File: src/rtl/ivm_map.svh
// vector mapper constants: addresses, field positions, reset values
// assumes inclusion from rtl files only; definitions only
`ifndef IVM_MAP_SVH
`define IVM_MAP_SVH
`define IVM_PC_W          16
`define IVM_NUM_SRC       36
`define IVM_NUM_VEC       37
`define IVM_RESET_VEC     16'h0000
`define IVM_TABLE_BASE    16'h0002
`define IVM_LAST_VEC      16'h0048
`define IVM_SLOT_WORDS    2
`define IVM_BOOT_DEFAULT  16'hf000
`define IVM_VSEL_BIT      1
`define IVM_CTRL_RESET    8'h00
`define IVM_FUSE_UNPROG   1'b1
`define IVM_FUSE_PROG     1'b0
`endif

File: src/rtl/ivm_pkg.sv
// vector mapper types
// assumes ivm_map.svh is on the include path
package ivm_pkg;
    `include "ivm_map.svh"
    typedef logic [`IVM_PC_W-1:0] ivm_addr_t;
    typedef struct packed {
        logic      valid;
        logic      is_reset;
        logic [5:0] number;
        ivm_addr_t address;
    } ivm_vector_t;
    typedef struct packed {
        logic       write;
        logic [7:0] data;
    } ivm_ctrl_wr_t;
    typedef enum logic [1:0] {
        IVM_ST_RESET = 2'b00,
        IVM_ST_IDLE  = 2'b01,
        IVM_ST_TAKEN = 2'b11
    } ivm_state_t;
endpackage

File: src/rtl/ivm_vector_mapper.sv
// interrupt vector mapper: reset entry and 36 request vectors
// assumes peripheral requests are core-clock levels; external pin
// requests are asynchronous and synchronised here
//
// How it works
// - all reset causes go to vector one
// - external requests zero..seven at 0x0002..0x0010
// - async timer compare 0x0012, overflow 0x0014
// - first 16-bit timer 0x0016 to 0x001e
// - sync 8-bit timer compare 0x0020, overflow 0x0022
// - can event 0x0024, can timer overrun 0x0026
// - serial peripheral transfer done at 0x0028
// - first usart vectors 0x002a, 0x002c, 0x002e
// - second 16-bit timer 0x0036 to 0x003e
// - second usart vectors 0x0040, 0x0042, 0x0044
// - two-wire 0x0046, program store done 0x0048
// - select bit adds boot section start
// - programmed fuse resets to boot address
// - reset on fuse only, table on select only
// - fuse one unprogrammed, zero programmed
// - select bit in writable control register
module ivm_vector_mapper
    import ivm_pkg::*;
#(
    parameter ivm_addr_t BOOT_START = `IVM_BOOT_DEFAULT
) (
    // clock and reset
    input  wire logic              ref_clk,
    input  wire logic              sys_rst,
    // reset causes
    input  wire logic              rst_pin,
    input  wire logic              rst_power_on,
    input  wire logic              rst_brown_out,
    input  wire logic              rst_watchdog,
    input  wire logic              rst_debug,
    // fuse
    input  wire logic              boot_reset_fuse,
    // control register write from the core
    input  ivm_ctrl_wr_t           ctrl_wr,
    // external pin requests zero..seven
    input  wire logic [7:0]        external_request,
    // timer requests
    input  wire logic              async_timer_compare,
    input  wire logic              async_timer_overflow,
    input  wire logic [4:0]        timer_a_events,
    input  wire logic              sync_timer_compare,
    input  wire logic              sync_timer_overflow,
    input  wire logic [4:0]        timer_b_events,
    // communication and misc requests
    input  wire logic              can_event_vector,
    input  wire logic              can_timer_overrun_vector,
    input  wire logic              spi_transfer_done,
    input  wire logic [2:0]        usart_a_events,
    input  wire logic [2:0]        usart_b_events,
    input  wire logic              comparator_event,
    input  wire logic              conversion_done,
    input  wire logic              data_memory_write_done,
    input  wire logic              two_wire_serial_unit,
    input  wire logic              program_store_done,
    // core handshake
    input  wire logic              vector_ack,
    // outputs to the program counter
    output ivm_vector_t            vector,
    output logic                   vector_table_select,
    output logic [7:0]             control_readback
);

////////////////////////////////////////////////////////////////////////
    // slot n sits two words past slot n-1
    function automatic ivm_addr_t slot_addr(input logic [5:0] n);
        ivm_addr_t a;
        a = ivm_addr_t'({n, 1'b0}) - ivm_addr_t'(`IVM_SLOT_WORDS);
        return a;
    endfunction

    function automatic ivm_addr_t place(input ivm_addr_t a,
                                        input logic      sel);
        return sel ? ivm_addr_t'(a + BOOT_START) : a;
    endfunction

////////////////////////////////////////////////////////////////////////
    // external pins: three stages, change counts once stages 2 and 3 agree
    logic [7:0] ext_s1;
    logic [7:0] ext_s2;
    logic [7:0] ext_s3;
    logic [7:0] ext_level;

    always_ff @(posedge ref_clk) begin
        if (sys_rst) begin
            ext_s1 <= 8'h00;
            ext_s2 <= 8'h00;
            ext_s3 <= 8'h00;
        end else begin
            ext_s1 <= external_request;
            ext_s2 <= ext_s1;
            ext_s3 <= ext_s2;
        end
    end

    genvar g;
    generate
        for (g = 0; g < 8; g++) begin : g_ext
            always_ff @(posedge ref_clk) begin
                if (sys_rst) begin
                    ext_level[g] <= 1'b0;
                end else if (ext_s2[g] == ext_s3[g]) begin
                    ext_level[g] <= ext_s3[g];
                end
            end
        end
    endgenerate

////////////////////////////////////////////////////////////////////////
    // request bit i is vector i+2; order is the vector table order
    logic [`IVM_NUM_SRC-1:0] req;

    assign req = {
        program_store_done,
        two_wire_serial_unit,
        usart_b_events,
        timer_b_events,
        data_memory_write_done,
        conversion_done,
        comparator_event,
        usart_a_events,
        spi_transfer_done,
        can_timer_overrun_vector,
        can_event_vector,
        sync_timer_overflow,
        sync_timer_compare,
        timer_a_events,
        async_timer_overflow,
        async_timer_compare,
        ext_level
    };

    logic       any_req;
    logic [5:0] win_idx;

    ivm_prio_enc #(
        .N (`IVM_NUM_SRC)
    ) u_prio (
        .req   (req),
        .any   (any_req),
        .index (win_idx)
    );

    logic [7:0] ctrl_q;

    ivm_ctrl_reg u_ctrl (
        .ref_clk                    (ref_clk),
        .sys_rst                    (sys_rst),
        .wr                         (ctrl_wr),
        .processor_control_register (ctrl_q)
    );

    logic sel_now;
    assign sel_now = ctrl_q[`IVM_VSEL_BIT];

////////////////////////////////////////////////////////////////////////
    // fuse is captured by a clocked stage once reset is released
    logic fuse_q;
    always_ff @(posedge ref_clk) begin
        if (sys_rst) begin
            fuse_q <= `IVM_FUSE_UNPROG;
        end else begin
            fuse_q <= fuse_q;
        end
    end

    logic fuse_taken;
    logic fuse_prog;
    always_ff @(posedge ref_clk) begin
        if (sys_rst) begin
            fuse_taken <= 1'b0;
            fuse_prog  <= 1'b0;
        end else if (!fuse_taken) begin
            fuse_taken <= 1'b1;
            fuse_prog  <= (boot_reset_fuse == `IVM_FUSE_PROG);
        end
    end

    logic any_reset;
    assign any_reset = rst_pin | rst_power_on | rst_brown_out
                     | rst_watchdog | rst_debug;

    // reset entry ignores the select bit entirely
    ivm_addr_t reset_addr;
    assign reset_addr = fuse_prog ? BOOT_START
                                  : `IVM_RESET_VEC;

////////////////////////////////////////////////////////////////////////
    // state: reset entry is presented first, then requests one at a time
    ivm_state_t state;
    ivm_state_t next_state;

    always_comb begin
        next_state = state;
        case (state)
            IVM_ST_RESET: if (fuse_taken) next_state = IVM_ST_IDLE;
            IVM_ST_IDLE:  if (vector_ack && vector.valid)
                              next_state = IVM_ST_TAKEN;
            IVM_ST_TAKEN: next_state = IVM_ST_IDLE;
            default:      next_state = IVM_ST_RESET;
        endcase
        if (any_reset) next_state = IVM_ST_RESET;
    end

    always_ff @(posedge ref_clk) begin
        if (sys_rst) begin
            state <= IVM_ST_RESET;
        end else begin
            state <= next_state;
        end
    end

    // a reset entry stays pending until the core acknowledges it
    logic reset_pending;
    always_ff @(posedge ref_clk) begin
        if (sys_rst) begin
            reset_pending <= 1'b1;
        end else if (any_reset) begin
            reset_pending <= 1'b1;
        end else if (vector_ack && vector.valid && vector.is_reset) begin
            reset_pending <= 1'b0;
        end
    end

////////////////////////////////////////////////////////////////////////
    // registered vector output; cleared for one cycle after an ack
    // so the core never sees a stale slot under its ack
    always_ff @(posedge ref_clk) begin
        if (sys_rst) begin
            vector <= '0;
        end else if (state == IVM_ST_RESET || any_reset) begin
            vector <= '0;
        end else if (state == IVM_ST_TAKEN) begin
            vector <= '0;
        end else if (reset_pending) begin
            vector.valid    <= 1'b1;
            vector.is_reset <= 1'b1;
            vector.number   <= 6'h01;
            vector.address  <= reset_addr;
        end else if (any_req) begin
            vector.valid    <= 1'b1;
            vector.is_reset <= 1'b0;
            vector.number   <= 6'(win_idx + 6'h02);
            vector.address  <= place(slot_addr(6'(win_idx + 6'h02)),
                                     sel_now);
        end else begin
            vector <= '0;
        end
    end

    always_ff @(posedge ref_clk) begin
        if (sys_rst) begin
            vector_table_select <= 1'b0;
            control_readback    <= `IVM_CTRL_RESET;
        end else begin
            vector_table_select <= sel_now;
            control_readback    <= ctrl_q;
        end
    end

    logic unused_fuse;
    assign unused_fuse = fuse_q;

endmodule // ivm_vector_mapper

File: src/rtl/ivm_prio_enc.sv
// fixed priority encoder: lowest request index wins
// assumes requests already synchronous to the core clock
module ivm_prio_enc #(
    parameter int N = 36
) (
    // requests
    input  wire logic [N-1:0] req,
    // result
    output logic              any,
    output logic [5:0]        index
);
    always_comb begin
        any   = 1'b0;
        index = 6'h00;
        for (int i = N - 1; i >= 0; i--) begin
            if (req[i]) begin
                any   = 1'b1;
                index = i[5:0];
            end
        end
    end
endmodule // ivm_prio_enc

File: src/rtl/ivm_ctrl_reg.sv
// processor control register holding the vector-table select bit
// assumes the core writes it with a one-cycle write strobe
module ivm_ctrl_reg
    import ivm_pkg::*;
(
    // clock and reset
    input  wire logic   ref_clk,
    input  wire logic   sys_rst,
    // core write port
    input  ivm_ctrl_wr_t wr,
    // contents
    output logic [7:0]  processor_control_register
);
    always_ff @(posedge ref_clk) begin
        if (sys_rst) begin
            processor_control_register <= `IVM_CTRL_RESET;
        end else if (wr.write) begin
            processor_control_register <= wr.data;
        end
    end
endmodule // ivm_ctrl_reg

File: config.mk
export PLATFORM = sky130hd
export DESIGN_NAME = ivm_vector_mapper
export DESIGN_NICKNAME = d
export VERILOG_FILES = /design/src/rtl/ivm_pkg.sv /design/src/rtl/ivm_vector_mapper.sv /design/src/rtl/ivm_prio_enc.sv /design/src/rtl/ivm_ctrl_reg.sv
export VERILOG_INCLUDE_DIRS = /design/src /design/src/rtl
export SDC_FILE = /design/constraint.sdc
export NUM_CORES = 1
export LEC_CHECK = 0
export ABC_AREA = 1
export BUFFER_PORTS_ARGS = -buffer_cell sky130_fd_sc_hd__buf_2
export CORE_UTILIZATION = 35
export CTS_CLUSTER_DIAMETER = 80
export CTS_CLUSTER_SIZE = 8
export DETAILED_ROUTE_END_ITERATION = 12
export GPL_TIMING_DRIVEN = 0
export MAX_ROUTING_LAYER = met4
export PLACE_DENSITY = 0.6
export SLEW_MARGIN = 20
export SYNTH_ARGS = -nofsm -noshare
export SYNTH_HDL_FRONTEND = slang
export SYNTH_SLANG_ARGS = --single-unit
File: constraint.sdc
create_clock -name ref_clk -period 9 [get_ports ref_clk]
set_clock_uncertainty 0.2 [all_clocks]
set_input_delay 0.45 -clock ref_clk [delete_from_list [all_inputs] [get_ports ref_clk]]
set_output_delay 0.45 -clock ref_clk [all_outputs]
set_load 0.05 [all_outputs]
Word level (Yosys, flattened, before mapping). Cells that the tools add are included.

Register bits after elaboration: 78. Output and inout bits: 33. Bits in writable memories: 0. Latch bits: 0. Memories: 0. Word-level logic and storage cells: 132. Bits in read-only memories: 0.

Bitwise logic cells: 6. Divide/modulo/power cells: 0. $add $sub $neg: 3. Shift-type cells: 0. Multipliers: 0. Equality and inequality tests: 12. Reductions and logical operators: 8. Magnitude comparators: 0. Muxes and demuxes: 80.

Operator list (number): two-way mux 6 bit (36); two-way mux 24 bit (2); two-way mux 1 bit (37); two-way mux 16 bit (2); adder 8 x 13 -> 14 bit (second input constant) (1); equality test 1 bit (8); subtractor 7 x 2 -> 8 bit (second input constant) (1); adder 6 x 2 -> 6 bit (second input constant) (1); one-hot mux 2 bit (3 select lines) (1); OR reduction 5 bit (1); two-way mux 2 bit (2); inequality test 2 bit (second input constant) (2); OR 1 bit (4); OR reduction 3 bit (1); equality test 2 x 1 -> 1 bit (second input constant) (1); equality test 2 bit (second input constant) (1); logical AND 1 bit (2); logical NOT 2 bit (1); NOT 1 bit (2); AND reduction 2 bit (1); OR reduction 2 bit (1); logical OR 1 bit (1).

Depth between registers and ports, before layout. Gate-level depths: netlist of the first run.

Depth in word-level cells: 42. Depth in mapped cells: 43.

By module. A second synthesis of the first run with hierarchy kept.

Cell total of the unflattened synthesis: 424. Area, all modules: 2999.1 µm².

By module, submodules not included: ivm_vector_mapper (area an instance 2143.3 µm², seq. area each 1241.2 µm², cells an instance 250, instances 1); ivm_prio_enc (area an instance 514.2 µm², seq. area each 0.0 µm², cells an instance 123, instances 1); ivm_ctrl_reg (area an instance 341.6 µm², seq. area each 160.2 µm², cells an instance 51, instances 1).

Least setup slack after synthesis of the first run. Ideal clock, no wire load.

Path kind: in2reg. Start: in usart_b_events[1]. End: reg vector[12] in the netlist's numbering. Path buffers: 0. Library setup time: 0.112 ns. Cell stages on the path: 24. Data required time: 8.688 ns. Arrival time: 2.884 ns. Path slack: 5.804 ns. Cell sequence: o311ai_1 nand3_1 nand3_1 nand3_1 nand3_1 nand3_1 nand2_1 nand2_1 nand2_1 nand2_1 nand2_1 nand2_1 nand2_1 a21oi_1 a21oi_2 ha_1 inv_1 nor2_1 nor2_1 nor3_1 nand2_1 ha_1 nand2_1 nand2_1.

Word-level cells in the longest chain between the ends: 39. Elaborated cells between the ends (all ways): 72. Those cells by class: add/sub: 3; mux: 69.

RTL lines: start: declaration (line ivm_vector_mapper.sv:54) `input wire logic [2:0] usart_b_events,`; two-way mux 6 bit (33 in a row) (line ivm_prio_enc.sv:16) `if (req[i]) begin`; adder 6 x 2 -> 6 bit (line ivm_vector_mapper.sv:248) `vector.address <= place(slot_addr(6'(win_idx + 6'h02)),`; subtractor 7 x 2 -> 8 bit (line ivm_vector_mapper.sv:72) `` a = ivm_addr_t'({n, 1'b0}) - ivm_addr_t'(`IVM_SLOT_WORDS); ``; adder 8 x 13 -> 14 bit (line ivm_vector_mapper.sv:78) `return sel ? ivm_addr_t'(a + BOOT_START) : a;`; two-way mux 16 bit (line ivm_vector_mapper.sv:78); two-way mux 24 bit * (line ivm_vector_mapper.sv:244) `end else if (any_req) begin`; two-way mux 24 bit * (line ivm_vector_mapper.sv:239) `end else if (reset_pending) begin`; end: declaration (line ivm_vector_mapper.sv:63) `output ivm_vector_t vector,`.

Every way passes the cells marked *; elsewhere a longest branch is shown, timed or not. A chain may end at the register's enable or synchronous reset.

Worst setup path after layout of the first run. Ends and elaborated chain as after synthesis.

==> metrics.md, run 1 <==
| Metric | Value |
|---|---|
| Status | `finished clean` |
| Max Freq | `0.2956 GHz` |
| Die area | `8311 um2` |
| Post-Syn Area per Cell | `7.323 um2` |
| P&R area growth vs syn | `26.39%` |
| Diode count | `0` |
| Synthesized flop and latch total | `70` |
| Place WS | `5.240 ns` |
| DIE WIDTH | `91.17 um` |
| Routed Antenna Nets | `0` |
| RSZ-0062 raised after global routing | `false` |
| Yosys warnings | `0` |
| # port buffers | `84` |
| Hold bufs inserted after CTS | `0` |
| CP most frequent cell | `nand2_1` |
| Cell Pwr Density | `172.7 nW/um2` |
| Max-slew violation count | `0` |
| I/O Pins | `87` |
| Fin cells | `582` |
| Post-Route Utilization | `0.4551` |
| Ratio of cells with drive above 1 in the final layout | `0.2375` |
| Number of enable flip-flop cells after synthesis | `0` |
| Row cnt | `32` |
| Top FF cell, synth | `dfxtp_1` |
| PnR worst setup slack | `5.617 ns` |
| All-Layer GR Usage | `0.1399` |
| Worst EP required | `9.03 ns` |
| GPL Wtd Cong | `0.7662` |
| TritonCTS buffer count | `9` |
| Peak fanout along the critical path | `6` |
| TritonCTS clock tree | `done` |
| WL/cell | `8.930 um` |
| Synthesized cell area | `2783 um2` |
| Final setup TNS | `0 ns` |
| Fin. Hold Viols | `0` |
| Tmin final | `3.383 ns` |
| FILL cells | `813` |
| Worst Hold Class | `input pin to flip-flop` |
| H-tree depth | `3` |
| Detailed Route Iter0 Violations | `71` |
| Final Power | `0.0006073 W` |
| Placeable Area | `7727 um2` |
| Cell count after synthesis | `380` |
| Vias | `2409` |
| Critical path class | `input pin to flip-flop` |
| Largest net degree at the start of global routing | `12` |
| Initial antenna violation count | `0` |
| Final setup violation count | `0` |
| Critical path arrival | `3.42 ns` |
| 1st-pass router iterations | `6` |
| CTS root buf | `clkbuf_8` |
| Drt via density | `4.139` |
| Ys async rst share | `0` |
| Startpoint types | `input pin` |
| Die height | `91.17 um` |
| Post-route clock period utilization | `0.3758` |
| First-pass GRT wire length | `8.921 mm` |
| Post-synthesis cell type count | `26` |
| Clock sinks | `70` |
| Gr ovfl total | `0` |
| Vias in the first global route | `2146` |
| Seq/Total Area, Yosys | `0.5036` |
| Post_cts resized | `0` |
| Max incr delay on CP | `0.32 ns` |
| Slowest-stage cell, CP | `nor2_1` |
| Pleak | `1.836 nW` |
| Critical Path Sink Type | `flip-flop` |
| Max Cap Violations | `0` |
| Worst VDD drop | `0.1094 mV` |
| Initial Util | `0.3601` |
| Fin nets | `533` |
| Reg clk slew, reported paths | `0.07 ns` |
| Post-DP HPWL | `4.128 mm` |
| Setup Fix Bufs, Post-CTS | `0` |
| Drt total wl | `5.197 mm` |
| Placed cells | `566` |
| Syn nets | `438` |
| Clock Path Buffers | `2` |
| Residual DRC | `0` |
| Clock insertion delay at the later pin of the skew report | `0.34 ns` |
==> cell usage in the layout, fill, tap and decap left out, types with 2 or more instances in the layout <==
cell      instances
a211oi_1          8
a21oi_1          26
a21oi_2           2
buf_2            84
buf_4             8
clkbuf_1          7
clkbuf_8         12
clkinv_2          2
dfxtp_1          70
ha_1              4
inv_1            86
nand2_1          63
nand3_1           7
nand4_1           2
nor2_1           66
nor3_1            4
nor4_1            4
o21ai_0          12
or2_2             2
==> cell usage after synthesis (2+ instances only) <==
master	number	share of area
nand4_1	2	0.0045
nand2_1	63	0.085
inv_1	86	0.12
nor4_1	4	0.0090
clkbuf_1	6	0.0081
a21oi_2	2	0.0063
a21oi_1	26	0.047
nand3_1	7	0.013
dfxtp_1	70	0.50
or2_2	2	0.0045
o21ai_0	12	0.022
buf_4	8	0.022
nor2_1	66	0.089
nor3_1	4	0.0072
ha_1	4	0.018
a211oi_1	8	0.022
==> power breakdown <==
part,total [W],switching [W],internal [W],leakage [nW]
Sequential,0.000322,0.00000292,0.000319,0.572
Combinational,0.0000547,0.0000338,0.0000209,1.17
Clock,0.000231,0.000109,0.000122,0.0954
Total,0.000607,0.000146,0.000462,1.84
==> through the flow <==
stage | hold WS, ns | cell area, um2
final | 0.1044 | 3517
after global routing | 0.08369 | 3517
after CTS | 0.08945 | 3517
after detailed placement | 0.1962 | 3331
after global placement | 0.1895 | 3331
after floorplan | 0.1883 | 2783
==> worst paths after layout <==
kind                                           startpoint                    end  slack, ns  depth (start not counted)
worst min-delay path                  external_request[4]   ext_s1[4]$_SDFF_PP0_       0.10                          3
worst max register to register  ext_level[0]$_SDFFE_PP0N_  vector[12]$_SDFF_PP0_       6.29                         14
worst max-delay path                    usart_b_events[1]  vector[12]$_SDFF_PP0_       5.62                         25
worst min register to register       ext_s1[0]$_SDFF_PP0_   ext_s2[0]$_SDFF_PP0_       0.20                          2
==> per-layer routing <==
metal  vias up  track usage  wire length, um
met5         -            -                0
met4         0      0.03968               47
met3         8      0.05695              324
met2        63       0.2292             2392
met1      1010       0.1573             2433
li1       1328            -                -
==> worst max-delay path: cells and delay by family <==
family	cells	cell delay (ns)
compound gates	3	0.59
simple gates	18	1.71
buf+inv	2	0.15
fa+ha+maj	2	0.51
==> layout make-up <==
type	instances	area [um2]	share of cell area
tap	102	127.6	0.03629
clock buffer	13	168.9	0.04803
clock inverter	3	17.52	0.004980
multi-input combinational	208	968.4	0.2753
timing repair buffer	84	420.4	0.1195
buffer	15	86.33	0.02455
inverter	87	326.6	0.09285
sequential	70	1401	0.3984
==> kinds of logic (layout without fill, tap and decap cells) <==
family          Yosys count  in the layout  synth area share
fa+ha+maj                 4              4           0.01799
simple gates            150            150            0.2176
xor+xnor                  1              1          0.003148
compound gates           52             52            0.1079
flops                    70             70            0.5036
buf+inv                 102            202            0.1484
other cells               1              1          0.001348
==> flip-flops by register name, indices dropped and copies added, names as in the netlist <==
signal	flops
state	2
fuse_prog	1
ext_level	8
ext_s1	8
u_ctrl.processor_control_register	8
ext_s3	8
control_readback	8
fuse_taken	1
vector	17
ext_s2	8
reset_pending	1
Power figures use the tool's default switching activity.
==> inputs of run 2 (changes only) <==
--- a/config.mk
+++ b/config.mk
@@ -14,7 +14,7 @@
 export DETAILED_ROUTE_END_ITERATION = 12
 export GPL_TIMING_DRIVEN = 0
 export MAX_ROUTING_LAYER = met4
-export PLACE_DENSITY = 0.6
+export PLACE_DENSITY = 0.63
 export SLEW_MARGIN = 20
 export SYNTH_ARGS = -nofsm -noshare
 export SYNTH_HDL_FRONTEND = slang
==> constraint.sdc (replaced) <==
create_clock -name ref_clk -period 2.7 [get_ports ref_clk]
set_clock_uncertainty 0.2 [all_clocks]
set_input_delay 0.135 -clock ref_clk [delete_from_list [all_inputs] [get_ports ref_clk]]
set_output_delay 0.135 -clock ref_clk [all_outputs]
set_load 0.05 [all_outputs]
==> metrics.md, run 2 (synthesis results as in run 1) <==
| Metric | Value |
|---|---|
| Status | `finished clean` |
| Die area | `8311 um2 (unchanged)` |
| Initial Util | `0.3601 (unchanged)` |
| Highest metal used | `met4` |
| TritonCTS buffer count | `9 (unchanged)` |
| Routed Antenna Nets | `0 (unchanged)` |
| Initial antenna violation count | `0 (unchanged)` |
| Clock sinks | `70 (unchanged)` |
| Placed cells | `566 (unchanged)` |
| Detailed Route Iter0 Violations | `73 (+2.8%)` |
| Most common cell after layout, fill and taps aside | `inv_1` |
| Post-DP HPWL | `4.198 mm (+1.7%)` |
| Largest net degree at the start of global routing | `12 (unchanged)` |
| Max FFs per register | `17 (unchanged)` |
| WL/cell | `9.595 um (+7.5%)` |
| Critical path arrival | `2.74 ns (-0.68 ns)` |
| CTS root buf | `clkbuf_8` |
| Clock insertion delay at the later pin of the skew report | `0.34 ns (about the same)` |
| Gr ovfl total | `0 (unchanged)` |
| Drt via density | `4.215 (+1.8%)` |
| CP most frequent cell | `nand2_1` |
| TritonCTS clock tree | `done` |
| I/O Pins | `87 (unchanged)` |
| H-tree depth | `3 (unchanged)` |
| Fin cells | `618 (+6.2%)` |
| Met2 routed WL | `2.899 mm (+21%)` |
| Reg area | `1401 um2 (unchanged)` |
| Final setup TNS | `0 ns (unchanged)` |
| Worst EP required | `2.79 ns (-6.24 ns)` |
| GPL Wtd Cong | `0.8289 (+8.2%)` |
| 1st-pass router iterations | `4 (-2)` |
| Final setup violation count | `0 (unchanged)` |
| Reg clk slew, reported paths | `0.07 ns (about the same)` |
| RSZ-0062 raised after global routing | `true` |
| Max-slew violation count | `0 (unchanged)` |
| All-Layer GR Usage | `0.1585 (+0.01862)` |
| Fin Hold WS | `0.02897 ns (-0.07542 ns)` |
| Residual DRC | `0 (unchanged)` |
| Drt total wl | `5.930 mm (+14%)` |
| Met3 WL | `318 um (-1.9%)` |
| Cell Pwr Density | `544.8 nW/um2 (+220%)` |
| Slowest-stage cell, CP | `ha_4` |
| Die height | `91.17 um (unchanged)` |
| Pleak | `2.020 nW (+10%)` |
| Tmin final | `2.652 ns` |
| Diode count | `0 (unchanged)` |
| Largest Register | `vector` |
| # port buffers | `84 (unchanged)` |
| Worst Hold Class | `input pin to flip-flop` |
| Max Cap Violations | `0 (unchanged)` |
| Peak fanout along the critical path | `3 (-3)` |
| Fin. Hold Viols | `0 (unchanged)` |
| Final Power | `0.002173 W (+260%)` |
| Fin nets | `570 (+6.9%)` |
| Multi-input logic area | `1049 um2 (+8.3%)` |
| FILL cells | `762 (-6.3%)` |
| P&R area growth vs syn | `43.35%` |
| Ratio of cells with drive above 1 in the final layout | `0.2655 (+0.02800)` |
| Vias in the first global route | `2441 (+14%)` |
| DIE WIDTH | `91.17 um (unchanged)` |
| Critical Path Sink Type | `flip-flop` |
| First-pass GRT wire length | `10.22 mm (+15%)` |
| Critical path class | `input pin to flip-flop` |
| Vias | `2605 (+8.1%)` |
| Startpoint types | `input pin` |
| Placeable Area | `7727 um2 (unchanged)` |
| Commonest cells after routing, fill and taps aside | `inv_1 (84), buf_2 (81), dfxtp_1 (70)` |
| Row cnt | `32 (unchanged)` |
| Max incr delay on CP | `0.27 ns (-0.05 ns)` |
| DRT met1 WL | `2.600 mm (+6.9%)` |
| Max Freq | `0.3770 GHz` |
| Post-route clock period utilization | `0.9824` |
| Worst VDD drop | `0.4025 mV (+270%)` |
| Clock Path Buffers | `2 (unchanged)` |
## run 2: through the flow
step | util | instance area, um2 | setup slack (ns)
2_1_floorplan | - | 2803 | -0.06405
3_3_place_gp | 0.4336 | 3351 | -0.4901
3_5_place_dp | 0.4336 | 3351 | -0.5226
4_1_cts | 0.5087 | 3931 | -0.06101
5_1_grt | 0.5162 | 3989 | -0.3602
6_report | 0.5162 | 3989 | 0.04758
## run 2: final cells by class
cell class                 instances  area share
buffer                            15     0.02196
multi-input combinational        208      0.2629
tap                              102     0.03199
timing repair buffer             121      0.1979
sequential                        70      0.3513
clock inverter                     3     0.01066
inverter                          87     0.08187
clock buffer                      12     0.04141
## run 2: critical path, delay by kind of cell
family / cells / cell delay, ns
buffers and inverters: 1 / 0.09
adder cells (fa/ha/maj): 2 / 0.41
AND/OR/NAND/NOR: 40 / 2.09
## run 2: per-layer routing
| metal | up-vias | GRT usage |
|---|---|---|
| met1 | 1113 | 0.1727 |
| met4 | 0 | 0.05688 |
| met5 | - | - |
| met3 | 16 | 0.04941 |
| li1 | 1403 | - |
| met2 | 73 | 0.2721 |
## run 2: repair_timing
action                     CTS  global route
pin swaps                    4             5
setup buffers                5             3
hold endpoints to repair    21             0
hold buffers                29             0
setup endpoints to repair    2             8
resized for setup            7            14
## run 2: final timing paths
path / from / cells after the start / slack, ns / to
max: program_store_done / 43 / 0.05 / vector[12]$_SDFF_PP0_
min: usart_b_events[2] / 5 / 0.03 / vector[23]$_SDFF_PP0_
max reg2reg: ext_level[0]$_SDFFE_PP0N_ / 14 / 0.22 / vector[12]$_SDFF_PP0_
min reg2reg: ext_s1[5]$_SDFF_PP0_ / 2 / 0.20 / ext_s2[5]$_SDFF_PP0_
## run 2: power breakdown
group | leakage [nW] | total [W] | internal [W] | switching, W
combinational | 1.34 | 0.000243 | 0.000112 | 0.000131
sequential | 0.572 | 0.00107 | 0.00106 | 0.00000951
clock | 0.104 | 0.000858 | 0.000495 | 0.000363
total | 2.02 | 0.00217 | 0.00167 | 0.000503
